[src/verilog/xor_exec_consts.vh]
// Constants for the exclusive-OR execute block
`ifndef XOR_EXEC_CONSTS_VH
`define XOR_EXEC_CONSTS_VH
`define IMM_OPC 8'h0A
`define FILE_OPC 6'h06
`define DEST_BIT 9
`define BANK_BIT 8
`define IDX_LIMIT 8'h5F
`define ACCESS_SPLIT 8'h60
`define ACC_RST 8'h00
`define BANK_RST 6'h00
`define PH_DECODE 2'h0
`define PH_READ 2'h1
`define PH_PROC 2'h2
`define PH_WRITE 2'h3
`endif

[src/verilog/xor_instruction_execute.v]
// Decode and execute of the two exclusive-OR instructions
// Notes on behaviour
// - Immediate form XORs accumulator with 8-bit literal, result to accumulator, sets N,Z.
// - Immediate form has upper byte 0000 1010; low byte is the literal.
// - File form has upper six bits 0001 10, then destination, bank, 8-bit address.
// - Destination clear: result to accumulator, register untouched, N and Z updated.
// - Destination set: result written back to the addressed register.
// - Bank bit clear selects access bank; set uses bank pointer as upper bits.
// - Extended set, bank bit clear, address up to 5Fh: indexed literal offset.
`include "xor_exec_consts.vh"
module xor_instruction_execute #(
   parameter AW = 14
) (
   input wire clk,
   input wire rst,
   input wire ce,
   input wire instr_valid,
   input wire [15:0] instr_word,
   input wire ext_set_en,
   input wire [AW-9:0] bank_pointer_reg,
   input wire [AW-1:0] index_base,
   input wire [7:0] mem_rdata,
   output reg [AW-1:0] mem_addr_ff,
   output reg mem_rd_ff,
   output reg mem_we_ff,
   output reg [7:0] mem_wdata_ff,
   output reg [7:0] acc_ff,
   output reg neg_flag_ff,
   output reg zero_flag_ff,
   output reg [1:0] phase_ff,
   output reg busy_ff,
   output reg done_ff
);
   // Instruction state
   reg is_imm_ff;
   reg dest_ff;
   reg [7:0] operand_ff;
   reg [7:0] result_ff;
   reg [15:0] word_ff;

   // Next values
   reg [1:0] nxt_phase;
   reg nxt_busy;
   reg nxt_done;
   reg nxt_is_imm;
   reg nxt_dest;
   reg [7:0] nxt_operand;
   reg [7:0] nxt_result;
   reg [15:0] nxt_word;
   reg [AW-1:0] nxt_mem_addr;
   reg nxt_mem_rd;
   reg nxt_mem_we;
   reg [7:0] nxt_mem_wdata;
   reg [7:0] nxt_acc;
   reg nxt_neg;
   reg nxt_zero;

   // Decode and addressing
   wire is_imm;
   wire is_file;
   wire take;
   wire [7:0] faddr;
   wire abit;
   wire use_index;
   reg [AW-1:0] eff_addr;

   ////////////////////////////////////////////////////////////////////////////
   // Shared arithmetic

   // Exclusive-OR of the accumulator with the selected operand
   function [7:0] xor_byte;
      input [7:0] acc;
      input [7:0] opd;
      begin
         xor_byte = acc ^ opd;
      end
   endfunction

   // Sign of a result
   function neg_of;
      input [7:0] res;
      begin
         neg_of = res[7];
      end
   endfunction

   // Zero test of a result
   function zero_of;
      input [7:0] res;
      begin
         zero_of = (res == 8'h00);
      end
   endfunction

   // Access bank: low offsets at the bottom of memory, the rest at the top
   function [AW-1:0] access_addr;
      input [7:0] f;
      begin
         if (f < `ACCESS_SPLIT) begin
            access_addr = {{(AW-8){1'h0}}, f};
         end else begin
            access_addr = {{(AW-8){1'h1}}, f};
         end
      end
   endfunction

   ////////////////////////////////////////////////////////////////////////////
   // Decode

   assign is_imm = (instr_word[15:8] == `IMM_OPC);
   assign is_file = (instr_word[15:10] == `FILE_OPC);
   assign take = instr_valid && (is_imm || is_file);
   assign faddr = word_ff[7:0];
   assign abit = word_ff[`BANK_BIT];
   assign use_index = !abit && ext_set_en && (faddr <= `IDX_LIMIT);

   ////////////////////////////////////////////////////////////////////////////
   // Data address of the file form, from the latched word

   always @* begin
      eff_addr = {AW{1'h0}};
      if (use_index) begin
         eff_addr = index_base + {{(AW-8){1'h0}}, faddr};
      end else if (abit) begin
         eff_addr = {bank_pointer_reg, faddr};
      end else begin
         eff_addr = access_addr(faddr);
      end
   end

   ////////////////////////////////////////////////////////////////////////////
   // Next state of the four phase sequence

   always @* begin
      nxt_phase = phase_ff;
      nxt_busy = busy_ff;
      nxt_done = 1'h0;
      nxt_is_imm = is_imm_ff;
      nxt_dest = dest_ff;
      nxt_operand = operand_ff;
      nxt_result = result_ff;
      nxt_word = word_ff;
      nxt_mem_addr = mem_addr_ff;
      nxt_mem_rd = 1'h0;
      nxt_mem_we = 1'h0;
      nxt_mem_wdata = mem_wdata_ff;
      nxt_acc = acc_ff;
      nxt_neg = neg_flag_ff;
      nxt_zero = zero_flag_ff;
      case (phase_ff)
         `PH_DECODE: begin
            // Words that match neither form are ignored
            if (take) begin
               nxt_word = instr_word;
               nxt_is_imm = is_imm;
               nxt_dest = instr_word[`DEST_BIT];
               nxt_busy = 1'h1;
               nxt_phase = `PH_READ;
            end
         end
         `PH_READ: begin
            if (is_imm_ff) begin
               nxt_operand = word_ff[7:0];
            end else begin
               nxt_mem_addr = eff_addr;
               nxt_mem_rd = 1'h1;
            end
            nxt_phase = `PH_PROC;
         end
         `PH_PROC: begin
            if (is_imm_ff) begin
               nxt_result = xor_byte(acc_ff, operand_ff);
            end else begin
               // Read data is valid while the read strobe stands
               nxt_result = xor_byte(acc_ff, mem_rdata);
            end
            nxt_phase = `PH_WRITE;
         end
         `PH_WRITE: begin
            if (!is_imm_ff && dest_ff) begin
               nxt_mem_we = 1'h1;
               nxt_mem_wdata = result_ff;
            end else begin
               nxt_acc = result_ff;
            end
            nxt_neg = neg_of(result_ff);
            nxt_zero = zero_of(result_ff);
            nxt_busy = 1'h0;
            nxt_done = 1'h1;
            nxt_phase = `PH_DECODE;
         end
         default: begin
            nxt_phase = `PH_DECODE;
         end
      endcase
   end

   ////////////////////////////////////////////////////////////////////////////
   // State registers, all held while the clock enable is low

   always @(posedge clk or posedge rst) begin
      if (rst) begin
         phase_ff <= `PH_DECODE;
         busy_ff <= 1'h0;
         done_ff <= 1'h0;
         is_imm_ff <= 1'h0;
         dest_ff <= 1'h0;
         word_ff <= 16'h0000;
         operand_ff <= 8'h00;
         result_ff <= 8'h00;
         mem_addr_ff <= {AW{1'h0}};
         mem_rd_ff <= 1'h0;
         mem_we_ff <= 1'h0;
         mem_wdata_ff <= 8'h00;
         acc_ff <= `ACC_RST;
         neg_flag_ff <= 1'h0;
         zero_flag_ff <= 1'h0;
      end else if (ce) begin
         phase_ff <= nxt_phase;
         busy_ff <= nxt_busy;
         done_ff <= nxt_done;
         is_imm_ff <= nxt_is_imm;
         dest_ff <= nxt_dest;
         word_ff <= nxt_word;
         operand_ff <= nxt_operand;
         result_ff <= nxt_result;
         mem_addr_ff <= nxt_mem_addr;
         mem_rd_ff <= nxt_mem_rd;
         mem_we_ff <= nxt_mem_we;
         mem_wdata_ff <= nxt_mem_wdata;
         acc_ff <= nxt_acc;
         neg_flag_ff <= nxt_neg;
         zero_flag_ff <= nxt_zero;
      end
   end
endmodule // xor_instruction_execute

[config.mk]
export PLATFORM = sky130hd
export DESIGN_NAME = xor_instruction_execute
export DESIGN_NICKNAME = d
export VERILOG_FILES = /design/src/verilog/xor_instruction_execute.v
export VERILOG_INCLUDE_DIRS = /design/src /design/src/verilog
export SDC_FILE = /design/constraint.sdc
export NUM_CORES = 1
export LEC_CHECK = 0
export BUFFER_PORTS_ARGS = -buffer_cell sky130_fd_sc_hd__clkbuf_2
export CELL_PAD_IN_SITES_DETAIL_PLACEMENT = 0
export CELL_PAD_IN_SITES_GLOBAL_PLACEMENT = 1
export CORE_ASPECT_RATIO = 1.1
export CORE_MARGIN = 2
export CORE_UTILIZATION = 41
export CTS_CLUSTER_DIAMETER = 200
export DETAILED_ROUTE_END_ITERATION = 8
export GPL_ROUTABILITY_DRIVEN = 0
export MAX_ROUTING_LAYER = met4
export PLACE_DENSITY_LB_ADDON = 0.1
export REMOVE_ABC_BUFFERS = 1
export SYNTH_ARGS = -nofsm -noshare
export SYNTH_HDL_FRONTEND = slang
export SYNTH_SLANG_ARGS = --single-unit
export TNS_END_PERCENT = 20
[constraint.sdc]
create_clock -name clk -period 2.7 [get_ports clk]
set_input_delay 0.405 -clock clk [delete_from_list [all_inputs] [get_ports clk]]
set_output_delay 0.405 -clock clk [all_outputs]
set_load 0.01 [all_outputs]
== After elaboration in Yosys (flattened, before gate mapping) ==
Cells that the tools add are included.

* Memories kept: 0
* Memory bits (writable): 0
* Bits in registers: 65
* Bits in read-only memories: 0
* Latch bits: 0
* Word-level logic and storage cells: 60
* Input bits: 49

* Divide/modulo/power cells: 0
* Equal/unequal tests: 6
* Multiply operators: 0
* Add/sub/neg operators: 1
* Order comparisons: 2
* Shift operators: 0
* Bitwise gates (word level): 4
* Multiplexer cells: 13
* Reductions and logical operators: 19

{| class="wikitable"
|+ Operators with widths
! operator !! count
|-
| $mux 14 || 3
|-
| $reduce_and 3->1 || 6
|-
| $xor 8x8->8 || 2
|-
| $add 14x8->14 || 1
|-
| $eq 8x4->1 const B || 1
|-
| $le 8x7->1 const B || 1
|-
| $logic_not 8->1 || 1
|-
| $lt 8x7->1 const B || 1
|-
| $mux 8 || 1
|-
| $pmux 2 s4 || 1
|-
| $eq 6x3->1 const B || 1
|-
| $mux 1 || 6
|-
| $reduce_and 2->1 || 3
|-
| $eq 2x2->1 const B || 2
|-
| $logic_and 1x1->1 || 4
|-
| $eq 2x1->1 const B || 1
|-
| $logic_not 1->1 || 2
|-
| $logic_not 2->1 || 1
|-
| $mux 2 || 1
|-
| $ne 2x2->1 const B || 1
|-
| $not 1->1 || 2
|-
| $pmux 1 s2 || 1
|-
| $reduce_bool 2->1 || 1
|-
| $logic_or 1x1->1 || 1
|}

== Depth between registers and ports, before layout ==
Gate-level depths: netlist (run 1).

* Word-level depth: 5
* Mapped depth: 8

== Worst setup path after synthesis (run 1) ==
OpenSTA, ideal clock, no wires.

* Path type: input to register
* Start point: in index_base[0]
* End point: reg mem_addr_ff[10]
* Setup slack: 0.818 ns
* Data arrival time: 1.799 ns
* Buffers on the path: 0
* Stages: 7
* Path through: ha_1 -> fa_1 -> a211o_1 -> o2111ai_1 -> a21oi_1 -> xnor2_1 -> o21ai_0

* Longest elaborated chain between the ends: 2

{| class="wikitable"
|+ RTL lines
! what !! line !! source
|-
| start, declared || xor_instruction_execute.v:21 || <nowiki>input wire [AW-1:0] index_base,</nowiki>
|-
| $add 14x8->14 || xor_instruction_execute.v:123 || <nowiki>eff_addr = index_base + {{(AW-8){1'h0}}, faddr};</nowiki>
|-
| $mux 14 || xor_instruction_execute.v:122 || <nowiki>if (use_index) begin</nowiki>
|-
| end signal, assigned || xor_instruction_execute.v:211 || <nowiki>mem_addr_ff <= {AW{1'h0}};</nowiki>
|-
| end signal, assigned || xor_instruction_execute.v:227 || <nowiki>mem_addr_ff <= nxt_mem_addr;</nowiki>
|-
| end, declared || xor_instruction_execute.v:23 || <nowiki>output reg [AW-1:0] mem_addr_ff,</nowiki>
|}

No other way between the ends.
A chain may end at the register's enable or synchronous reset.

== Final worst setup path (run 1) ==
* Start point: reg word_ff[6]
* End point: reg mem_addr_ff[10]

* Longest elaborated chain between the ends: 4

{| class="wikitable"
|+ RTL lines
! what !! line !! source
|-
| start, declared || xor_instruction_execute.v:39 || <nowiki>reg [15:0] word_ff;</nowiki>
|-
| start signal, assigned || xor_instruction_execute.v:224 || <nowiki>word_ff <= nxt_word;</nowiki>
|-
| $lt 8x7->1 (no source line) || -- ||
|-
| $mux 14 || xor_instruction_execute.v:99 || <nowiki>if (f < `ACCESS_SPLIT) begin</nowiki>
|-
| $mux 14 || xor_instruction_execute.v:124 || <nowiki>end else if (abit) begin</nowiki>
|-
| $mux 14 * || xor_instruction_execute.v:122 ||
|}

Every way passes the cells marked *; elsewhere a longest branch is shown, timed or not.

==> impl_metrics.ini, run 1 <==
[run_status]
status = finished, final reports clean

[setup_path]
worst-path-max-fanout = 7
crit_path_start_kind = register
r2r_start = word_ff[6]
reg2reg_to = mem_addr_ff[10]
crit_buf_inv = 0
worst_r2r_path_depth = 6
critPathKind = reg2reg
cp_cell_sequence = ha_1 > a21o_1 > a221oi_1 > a21oi_1 > xnor2_1 > o21ai_0
crit_arrival_ns = 2.35
cpMaxStageDelayCell = a221oi_1
rrSetupSlack_ns = 0.61
slowest_delay_ns = 0.51
cp_top_family = compound AO/OA/AOI/OAI gates
required_ns = 2.96
setup.worst_path.end_class = register

[clock_network]
htreeDepth = 3
cts.clk_slew.worst_paths_ns = 0.07
post_cts_resized = 0
clockBufferDepth = 2
cts_sinks = 65
cts_setup_buffers = 0
clockRootBuffer = clkbuf_8
cts_tree = built
ctsHoldBuffers = 0
cts_inserted_buffers = 9
insertion_delay_ns = 0.34

[floorplan]
die-area_um2 = 8930
dieHeight_um = 98.9
io_pins = 87
core_um2 = 7910
rows = 34
start_util = 0.424
die_w_um = 90.3

[yosys]
synth_area_um2 = 3360
synth_cell_type_count = 40
syn-instance-count = 304
synth_ff_type = dfrtp_1
synth-seq-cells = 65
yosysWarnings = 0
synth-edff-count = 0
ys_seq_area_frac = 0.485
async_flop_share = 1.00
syn_avg_cell_area_um2 = 11.0

[power_and_ir_drop]
power.density_nw_per_um2 = 825
p_clk_frac = 0.235
switching_share = 0.351
seqPwrFrac = 0.441
ir_drop_uv = 311
comb_power_share = 0.324
internal_power_mw = 2.21
leakagePower_nw = 2.08
netSwitchingPower_mw = 1.19

[grt]
grt_use_total = 0.187
grt_pass1_wl_um = 12800
overflow = 0
antenna_found_initial = 0
grt_max_degree = 38
grt_pass1_vias = 2637

[detailed_routing]
avgViaCountPerCell = 5.01
wl_um = 7450
drt_iter0_markers = 42
num_vias = 2557
routedWlPerCell_um = 14.6
drc = 0
drt_first_pass_iters = 4
antenna_left = 0

[placed_design]
portBuffers = 86
dp_hpwl_um = 5660
dp_cells = 494

[sta]
clock.fmax_mhz = 479
fin_setup_tns_ns = 0
relSlewSlack = 0.591
slew_violations = 0
min_period_ns = 2.09
hold_viol_final = 0
fin_worst_skew_ns = 0.0121
fin_crit_sh = 0.773
finalSetupViolations = 0
worst_slew_pin_slew_ns = 0.613
rsz0062_at_grt = no

[finish]
num_antenna_cells = 0
mostFrequentLayoutCell = clkbuf_2
nets = 460
area_growth_pct = 22.7
drive_gt1_frac = 0.376
final_cells = 510
final_util = 0.521
fillCellCount = 781
most-common-layout-cells = clkbuf_2, dfrtp_1, mux2_2, nand2_1, a21oi_1

[job]
maxCapViolCount = 0

[worst_hold_path]
hold_class = in2async
layout make-up:
class | count | area [µm²] | share of cell area
inverter | 9 | 33.8 | 0.00820
sequential | 65 | 1630 | 0.395
tap | 108 | 135 | 0.0328
clock inverter | 6 | 58.8 | 0.0143
multi-input combinational | 221 | 1660 | 0.402
timing repair buffer | 91 | 480 | 0.117
clock buffer | 10 | 128 | 0.0310
sequential cells by signal, indices dropped and copies added (netlist names):
name,flops
result_ff,8
mem_wdata_ff,8
busy_ff,1
mem_addr_ff,14
is_imm_ff,1
word_ff,9
neg_flag_ff,1
zero_flag_ff,1
operand_ff,8
dest_ff,1
phase_ff,2
done_ff,1
mem_we_ff,1
acc_ff,8
mem_rd_ff,1
layer usage:
metal	up-vias	wire (µm)	global-route usage	share of wire
met5	-	0	-	0
met4	0	114	0.0675	0.015
met3	10	239	0.0329	0.032
met2	57	3670	0.310	0.49
met1	1222	3420	0.232	0.46
li1	1268	-	-	-
through the flow:
stage	total power, mW	cell area, µm²	worst slack, ns	hold WS, ns
floorplan	2.16	3320	0.669	0.471
global placement	2.62	3930	0.584	0.466
detailed placement	2.64	3930	0.542	0.473
CTS	3.46	4120	0.591	0.134
global route	3.67	4120	0.377	0.160
finish	3.40	4120	0.613	0.121
worst max-delay path by stage:
| stage | startpoint | cells past startpoint | end | slack, ns |
|---|---|---|---|---|
| 5_1_grt | word_ff[6] | 6 | mem_addr_ff[10] | 0.38 |
| 3_3_place_gp | index_base[0] | 8 | mem_addr_ff[12] | 0.58 |
| 3_5_place_dp | index_base[5] | 7 | mem_addr_ff[10] | 0.54 |
| 2_1_floorplan | rst | 1 | acc_ff[0] | 0.67 |
| 6_report | word_ff[6] | 6 | mem_addr_ff[10] | 0.61 |
| 4_1_cts | word_ff[6] | 6 | mem_addr_ff[10] | 0.59 |
power by group through the flow:
stage	combinational [mW]	clock, mW	sequential [mW]
finish	1.10	0.798	1.50
global placement	1.10	0	1.52
global route	1.25	0.867	1.55
floorplan	0.594	0	1.57
CTS	1.12	0.826	1.51
detailed placement	1.12	0	1.52
synthesized netlist by cell type (9+ instances only):
| master | n | area (µm²) |
|---|---|---|
| mux2_2 | 40 | 450 |
| dfrtp_1 | 65 | 1630 |
| nor2b_1 | 9 | 56.3 |
| nand2_1 | 30 | 113 |
| xor2_1 | 9 | 78.8 |
| nor2_1 | 9 | 33.8 |
| a21oi_1 | 20 | 100 |
| inv_1 | 9 | 33.8 |
| nand3_1 | 10 | 50.1 |
| o21ai_0 | 19 | 95.1 |
| mux2i_1 | 10 | 100 |
| ha_1 | 13 | 163 |
logic make-up after synthesis:
kind of cell               synth area share
adders and majority gates            0.0544
xor gates and xnor gates             0.0418
AOI/OAI and AO/OA                     0.113
muxes                                 0.164
and+or+nand+nor                       0.121
buffers and inverters                0.0216
DFF                                   0.485
(Power assumes the default switching activity.)
==> inputs of run 2 (changes only) <==
--- a/config.mk
+++ b/config.mk
@@ -6,12 +6,13 @@
 export SDC_FILE = /design/constraint.sdc
 export NUM_CORES = 1
 export LEC_CHECK = 0
+export ABC_AREA = 1
 export BUFFER_PORTS_ARGS = -buffer_cell sky130_fd_sc_hd__clkbuf_2
 export CELL_PAD_IN_SITES_DETAIL_PLACEMENT = 0
 export CELL_PAD_IN_SITES_GLOBAL_PLACEMENT = 1
 export CORE_ASPECT_RATIO = 1.1
 export CORE_MARGIN = 2
-export CORE_UTILIZATION = 41
+export CORE_UTILIZATION = 35
 export CTS_CLUSTER_DIAMETER = 200
 export DETAILED_ROUTE_END_ITERATION = 8
 export GPL_ROUTABILITY_DRIVEN = 0
==> constraint.sdc (replaced) <==
create_clock -name clk -period 1.8 [get_ports clk]
set_input_delay 0.27 -clock clk [delete_from_list [all_inputs] [get_ports clk]]
set_output_delay 0.27 -clock clk [all_outputs]
set_load 0.01 [all_outputs]
==> impl_metrics.ini, run 2 <==
[worst_hold_path]
min_path_cells = 3
worstHoldStart = instr_word[1]
hold_class = in2reg
hold_end = word_ff[1]

[yosys]
yosysWarnings = 0
synth_ff_type = dfrtp_1
syn_avg_cell_area_um2 = 7.76
synth_cell_type_count = 34
synthMostInstantiatedCell = nand2_1
ys_seq_area_frac = 0.458
synth_top_cell_by_area = dfrtp_1
synth_top_area_frac = 0.458
synth.area.top_cells = dfrtp_1, nand2_1, o21ai_0
async_flop_share = 1.00
synth-seq-cells = 65
synth-edff-count = 0
syn-instance-count = 458
synth_area_um2 = 3550
synth_common_cells = nand2_1, dfrtp_1, inv_1

[clock_network]
htreeDepth = 3
clockRootBuffer = clkbuf_8
cts_sinks = 65
clockBufferDepth = 2
cts.clk_slew.worst_paths_ns = 0.08
insertion_delay_ns = 0.35
cts_inserted_buffers = 9
cts_tree = built

[sta]
fin_worst_skew_ns = 0.00914
finalSetupViolations = 0
relSlewSlack = 0.620
clock.fmax_mhz = 600
fin_crit_sh = 0.925
hold_viol_final = 0
slew_violations = 0
worst_slew_pin_slew_ns = 0.569
rsz0062_at_grt = yes
setup_slack_ns = 0.134
min_period_ns = 1.67

[placed_design]
portBuffers = 86
placed_area_um2 = 4140
pre_cts_slack_ns = -0.0113
dp_hpwl_um = 6810

[setup_path]
crit_arrival_ns = 1.95
setup.worst_path.end_class = register
worst-path-max-fanout = 4
crit_path_start_kind = register
worst_r2r_path_depth = 9
required_ns = 2.08
rrSetupSlack_ns = 0.13
reg2reg_to = mem_addr_ff[12]
critPathKind = reg2reg
r2r_start = word_ff[0]
slowest_delay_ns = 0.40
cpMaxStageDelayCell = dfrtp_1
cp_cell_sequence = ha_2 > fa_2 > nand3_1 > nand2_2 > nand2_2 > nand2_2 > nand3_1 > nand3_1 > a21oi_2

[job]
maxCapViolCount = 0

[detailed_routing]
wl_um = 8820
routedWlPerCell_um = 13.0
avgViaCountPerCell = 4.66
antenna_left = 0
drt_iter0_markers = 120
drc = 0
drt_first_pass_iters = 4
num_vias = 3157

[grt]
antenna_found_initial = 0
grt_max_degree = 42
grt_use_total = 0.172
overflow = 0
grt_pass1_wl_um = 14200
grt_pass1_vias = 2930

[power_and_ir_drop]
power.density_nw_per_um2 = 1270
leakagePower_nw = 2.31
ir_drop_uv = 350

[finish]
most-common-layout-cells = nand2_1, clkbuf_2, dfrtp_1, inv_1, o21ai_0
nets = 615
num_antenna_cells = 0
fin_area_um2 = 4440
top_register = mem_addr_ff
mostFrequentLayoutCell = nand2_1
largest_reg_flops = 14
largestRegisters = mem_addr_ff x14, word_ff x9
area_growth_pct = 24.9
drive_gt1_frac = 0.244

[floorplan]
rows = 38
io_pins = 87
dieHeight_um = 110
die_w_um = 100
start_util = 0.359
core_um2 = 9890
die-area_um2 = 11000

[run_status]
status = finished, final reports clean
## run 2: area by class of cell
class,count,area (µm²)
clock buffer,10,138
sequential,65,1630
clock inverter,6,90.1
tap,120,150
multi-input combinational,325,1690
timing repair buffer,96,533
fill,1051,5450
inverter,55,211
## run 2: logic make-up (layout without fill, tap and decap cells)
kind of cell | count (synthesis) | in the layout | synth area share
AOI/OAI and AO/OA | 76 | 76 | 0.114
buffers and inverters | 68 | 167 | 0.0824
adders and majority gates | 14 | 14 | 0.0514
DFF | 65 | 65 | 0.458
xor gates and xnor gates | 12 | 12 | 0.0296
and+or+nand+nor | 223 | 223 | 0.265
## run 2: worst max-delay path by stage
stage | from | endpoint | slack, ns | cells past startpoint
4_1_cts | word_ff[0] | mem_addr_ff[12] | 0.005 | 9
3_5_place_dp | word_ff[0] | mem_addr_ff[12] | -0.01 | 9
2_1_floorplan | rst | acc_ff[0] | -0.1 | 1
3_3_place_gp | word_ff[0] | mem_addr_ff[10] | 0.05 | 9
5_1_grt | word_ff[0] | mem_addr_ff[12] | -0.01 | 9
6_report | word_ff[0] | mem_addr_ff[12] | 0.13 | 9
## run 2: repair_timing
| item | CTS | global route |
|---|---|---|
| buffers inserted | 0 | 1 |
| setup endpoints to repair | 4 | 10 |
| pin swaps | 0 | 2 |
| hold buffers | 1 | 0 |
| gates resized for setup | 1 | 9 |
| endpoints found under the hold margin | 11 | 0 |
## run 2: metrics by stage
step | util | TNS [ns] | std cells | hold WS (ns) | power, mW
after floorplan | - | -6.27 | 445 | 0.379 | 3.42
after global placement | 0.418 | 0 | 659 | 0.222 | 4.16
after detailed placement | 0.418 | -0.0171 | 659 | 0.228 | 4.19
after CTS | 0.443 | 0 | 676 | 0.132 | 5.64
after global routing | 0.449 | -0.0148 | 677 | 0.141 | 6.08
final | 0.449 | 0 | 677 | 0.142 | 5.62
## run 2: report_power, final
group | switching [mW] | internal (mW)
Sequential | 0.308 | 1.92
Clock | 0.607 | 0.822
Combinational | 1.14 | 0.815
Total | 2.06 | 3.56
## run 2: layer usage
layer | track usage | vias to the layer above | routed length, µm
met3 | 0.0343 | 7 | 284
met5 | - | - | 0
met4 | 0.0616 | 0 | 116
li1 | - | 1638 | -
met2 | 0.286 | 54 | 4400
met1 | 0.209 | 1458 | 4020
## run 2: critical path: cells and delay by family (launching register included)
kind	cells	cell delay (ns)
AND/OR/NAND/NOR	6	0.52
flip-flops	1	0.40
AO/OA/AOI/OAI	1	0.15
adder cells (fa/ha/maj)	2	0.54
==> inputs of run 3 (changes only) <==
--- a/config.mk
+++ b/config.mk
@@ -7,7 +7,7 @@
 export NUM_CORES = 1
 export LEC_CHECK = 0
 export ABC_AREA = 1
-export BUFFER_PORTS_ARGS = -buffer_cell sky130_fd_sc_hd__clkbuf_2
+export BUFFER_PORTS_ARGS = -buffer_cell sky130_fd_sc_hd__buf_2
 export CELL_PAD_IN_SITES_DETAIL_PLACEMENT = 0
 export CELL_PAD_IN_SITES_GLOBAL_PLACEMENT = 1
 export CORE_ASPECT_RATIO = 1.1
==> impl_metrics.ini, run 3 (synthesis gave the netlist of run 2 again) <==
[detailed_routing]
drc = 0
drt_first_pass_iters = 5
num_vias = 3131
avgViaCountPerCell = 4.67
antenna_left = 0
wl_um = 8780
drt_iter0_markers = 147
routedWlPerCell_um = 13.1

[grt]
antenna_found_initial = 0
grt_pass1_vias = 2956
grt_max_degree = 66
grt_use_total = 0.172
overflow = 0
grt_pass1_wl_um = 14200

[finish]
top_register = mem_addr_ff
mostFrequentLayoutCell = nand2_1
area_growth_pct = 22.2
drive_gt1_frac = 0.238
num_antenna_cells = 0
largestRegisters = mem_addr_ff x14, word_ff x9
most-common-layout-cells = nand2_1, buf_2, dfrtp_1, inv_1, o21ai_0
largest_reg_flops = 14
nets = 612

[sta]
whs_ns = -0.00505
finalSetupViolations = 0
relSlewSlack = 0.613
setup_slack_ns = 0.115
hold_viol_final = 3
fin_crit_sh = 0.936
min_period_ns = 1.69
fin_worst_skew_ns = 0.0139
rsz0062_at_grt = yes
clock.fmax_mhz = 593
slew_violations = 0
worst_slew_pin_slew_ns = 0.580

[power_and_ir_drop]
leakagePower_nw = 2.26
netSwitchingPower_mw = 1.97
switching_share = 0.376
ir_drop_uv = 398
comb_power_share = 0.377
p_clk_frac = 0.197
internal_power_mw = 3.26
seqPwrFrac = 0.426
power.density_nw_per_um2 = 1200
power_mw = 5.22

[clock_network]
clockBufferDepth = 2
clockRootBuffer = clkbuf_8
ctsHoldBuffers = 0
cts_tree = built
cts_inserted_buffers = 9
cts_setup_buffers = 0
htreeDepth = 3
cts_sinks = 65
insertion_delay_ns = 0.34
cts.clk_slew.worst_paths_ns = 0.07

[worst_hold_path]
hold_class = in2async

[placed_design]
portBuffers = 86
pre_cts_slack_ns = -0.0258
dp_hpwl_um = 6790

[setup_path]
rrSetupSlack_ns = 0.11
required_ns = 2.07
crit_arrival_ns = 1.96
setup.worst_path.end_class = register
critPathKind = reg2reg
crit_path_start_kind = register
worst-path-max-fanout = 4
worst_r2r_path_depth = 9

[floorplan]
die-area_um2 = 11000
die_w_um = 100
start_util = 0.359
dieHeight_um = 110
core_um2 = 9890
io_pins = 87
rows = 38

[job]
maxCapViolCount = 0

[run_status]
status = finished, violations left
violations = negative hold slack
## run 3: metal layers
layer  wire (µm)  part of all wire  track usage  up-vias
met5           0                 0            -        -
met4          85            0.0097       0.0616        0
met3         268             0.031       0.0254        8
met2        4370              0.50        0.283       51
met1        4060              0.46        0.217     1439
li1            -                 -            -     1633
## run 3: final cells by class
cell class                      instances  area [µm²]
Inverter                               55         211
Sequential cell                        65        1630
Timing Repair Buffer                   93         508
Tap cell                              120         150
Clock inverter                          1        5.00
Multi-Input combinational cell        325        1700
Clock buffer                           12         145
Fill cell                            1051        5550
## run 3: critical path: stages, from the launching register on
cell and delay, ns:
dfrtp_1 0.40, ha_2 0.19, fa_2 0.35, nand3_1 0.09, nand2_2 0.11, nand2_2 0.09, nand2_2 0.08, nand3_1 0.07
nand3_1 0.09, a21oi_2 0.14
## run 3: stage by stage
stage               cell area (µm²)   util  hold slack (ns)  instances  TNS, ns
floorplan                      3470      -            0.379        445    -6.27
global placement               4130  0.418            0.371        658        0
detailed placement             4130  0.418            0.374        658  -0.0568
CTS                            4290  0.433          0.00395        671        0
global route                   4340  0.439           0.0375        671  -0.0156
finish                         4340  0.439         -0.00505        671        0
## run 3: path summary, 6_finish.rpt
check                               from              end
max in group asynchronous            rst        acc_ff[5]
setup / recovery              word_ff[0]  mem_addr_ff[12]
setup reg to reg              word_ff[0]  mem_addr_ff[12]
hold / removal                       rst    operand_ff[1]
min in group clk           instr_word[1]       word_ff[1]
hold reg to reg                  done_ff          done_ff
## run 3: what timing repair did
action	in CTS	in global routing
gates resized for setup	2	13
endpoints found under the hold margin	0	0
setup endpoints to repair	4	9
## run 3: power groups by stage
stage,combinational (mW),clock [mW],sequential (mW)
finish,1.97,1.03,2.23
CTS,1.95,1.06,2.23
global route,2.27,1.12,2.29
detailed placement,1.94,0,2.25
global placement,1.92,0,2.23
floorplan,1.05,0,2.36
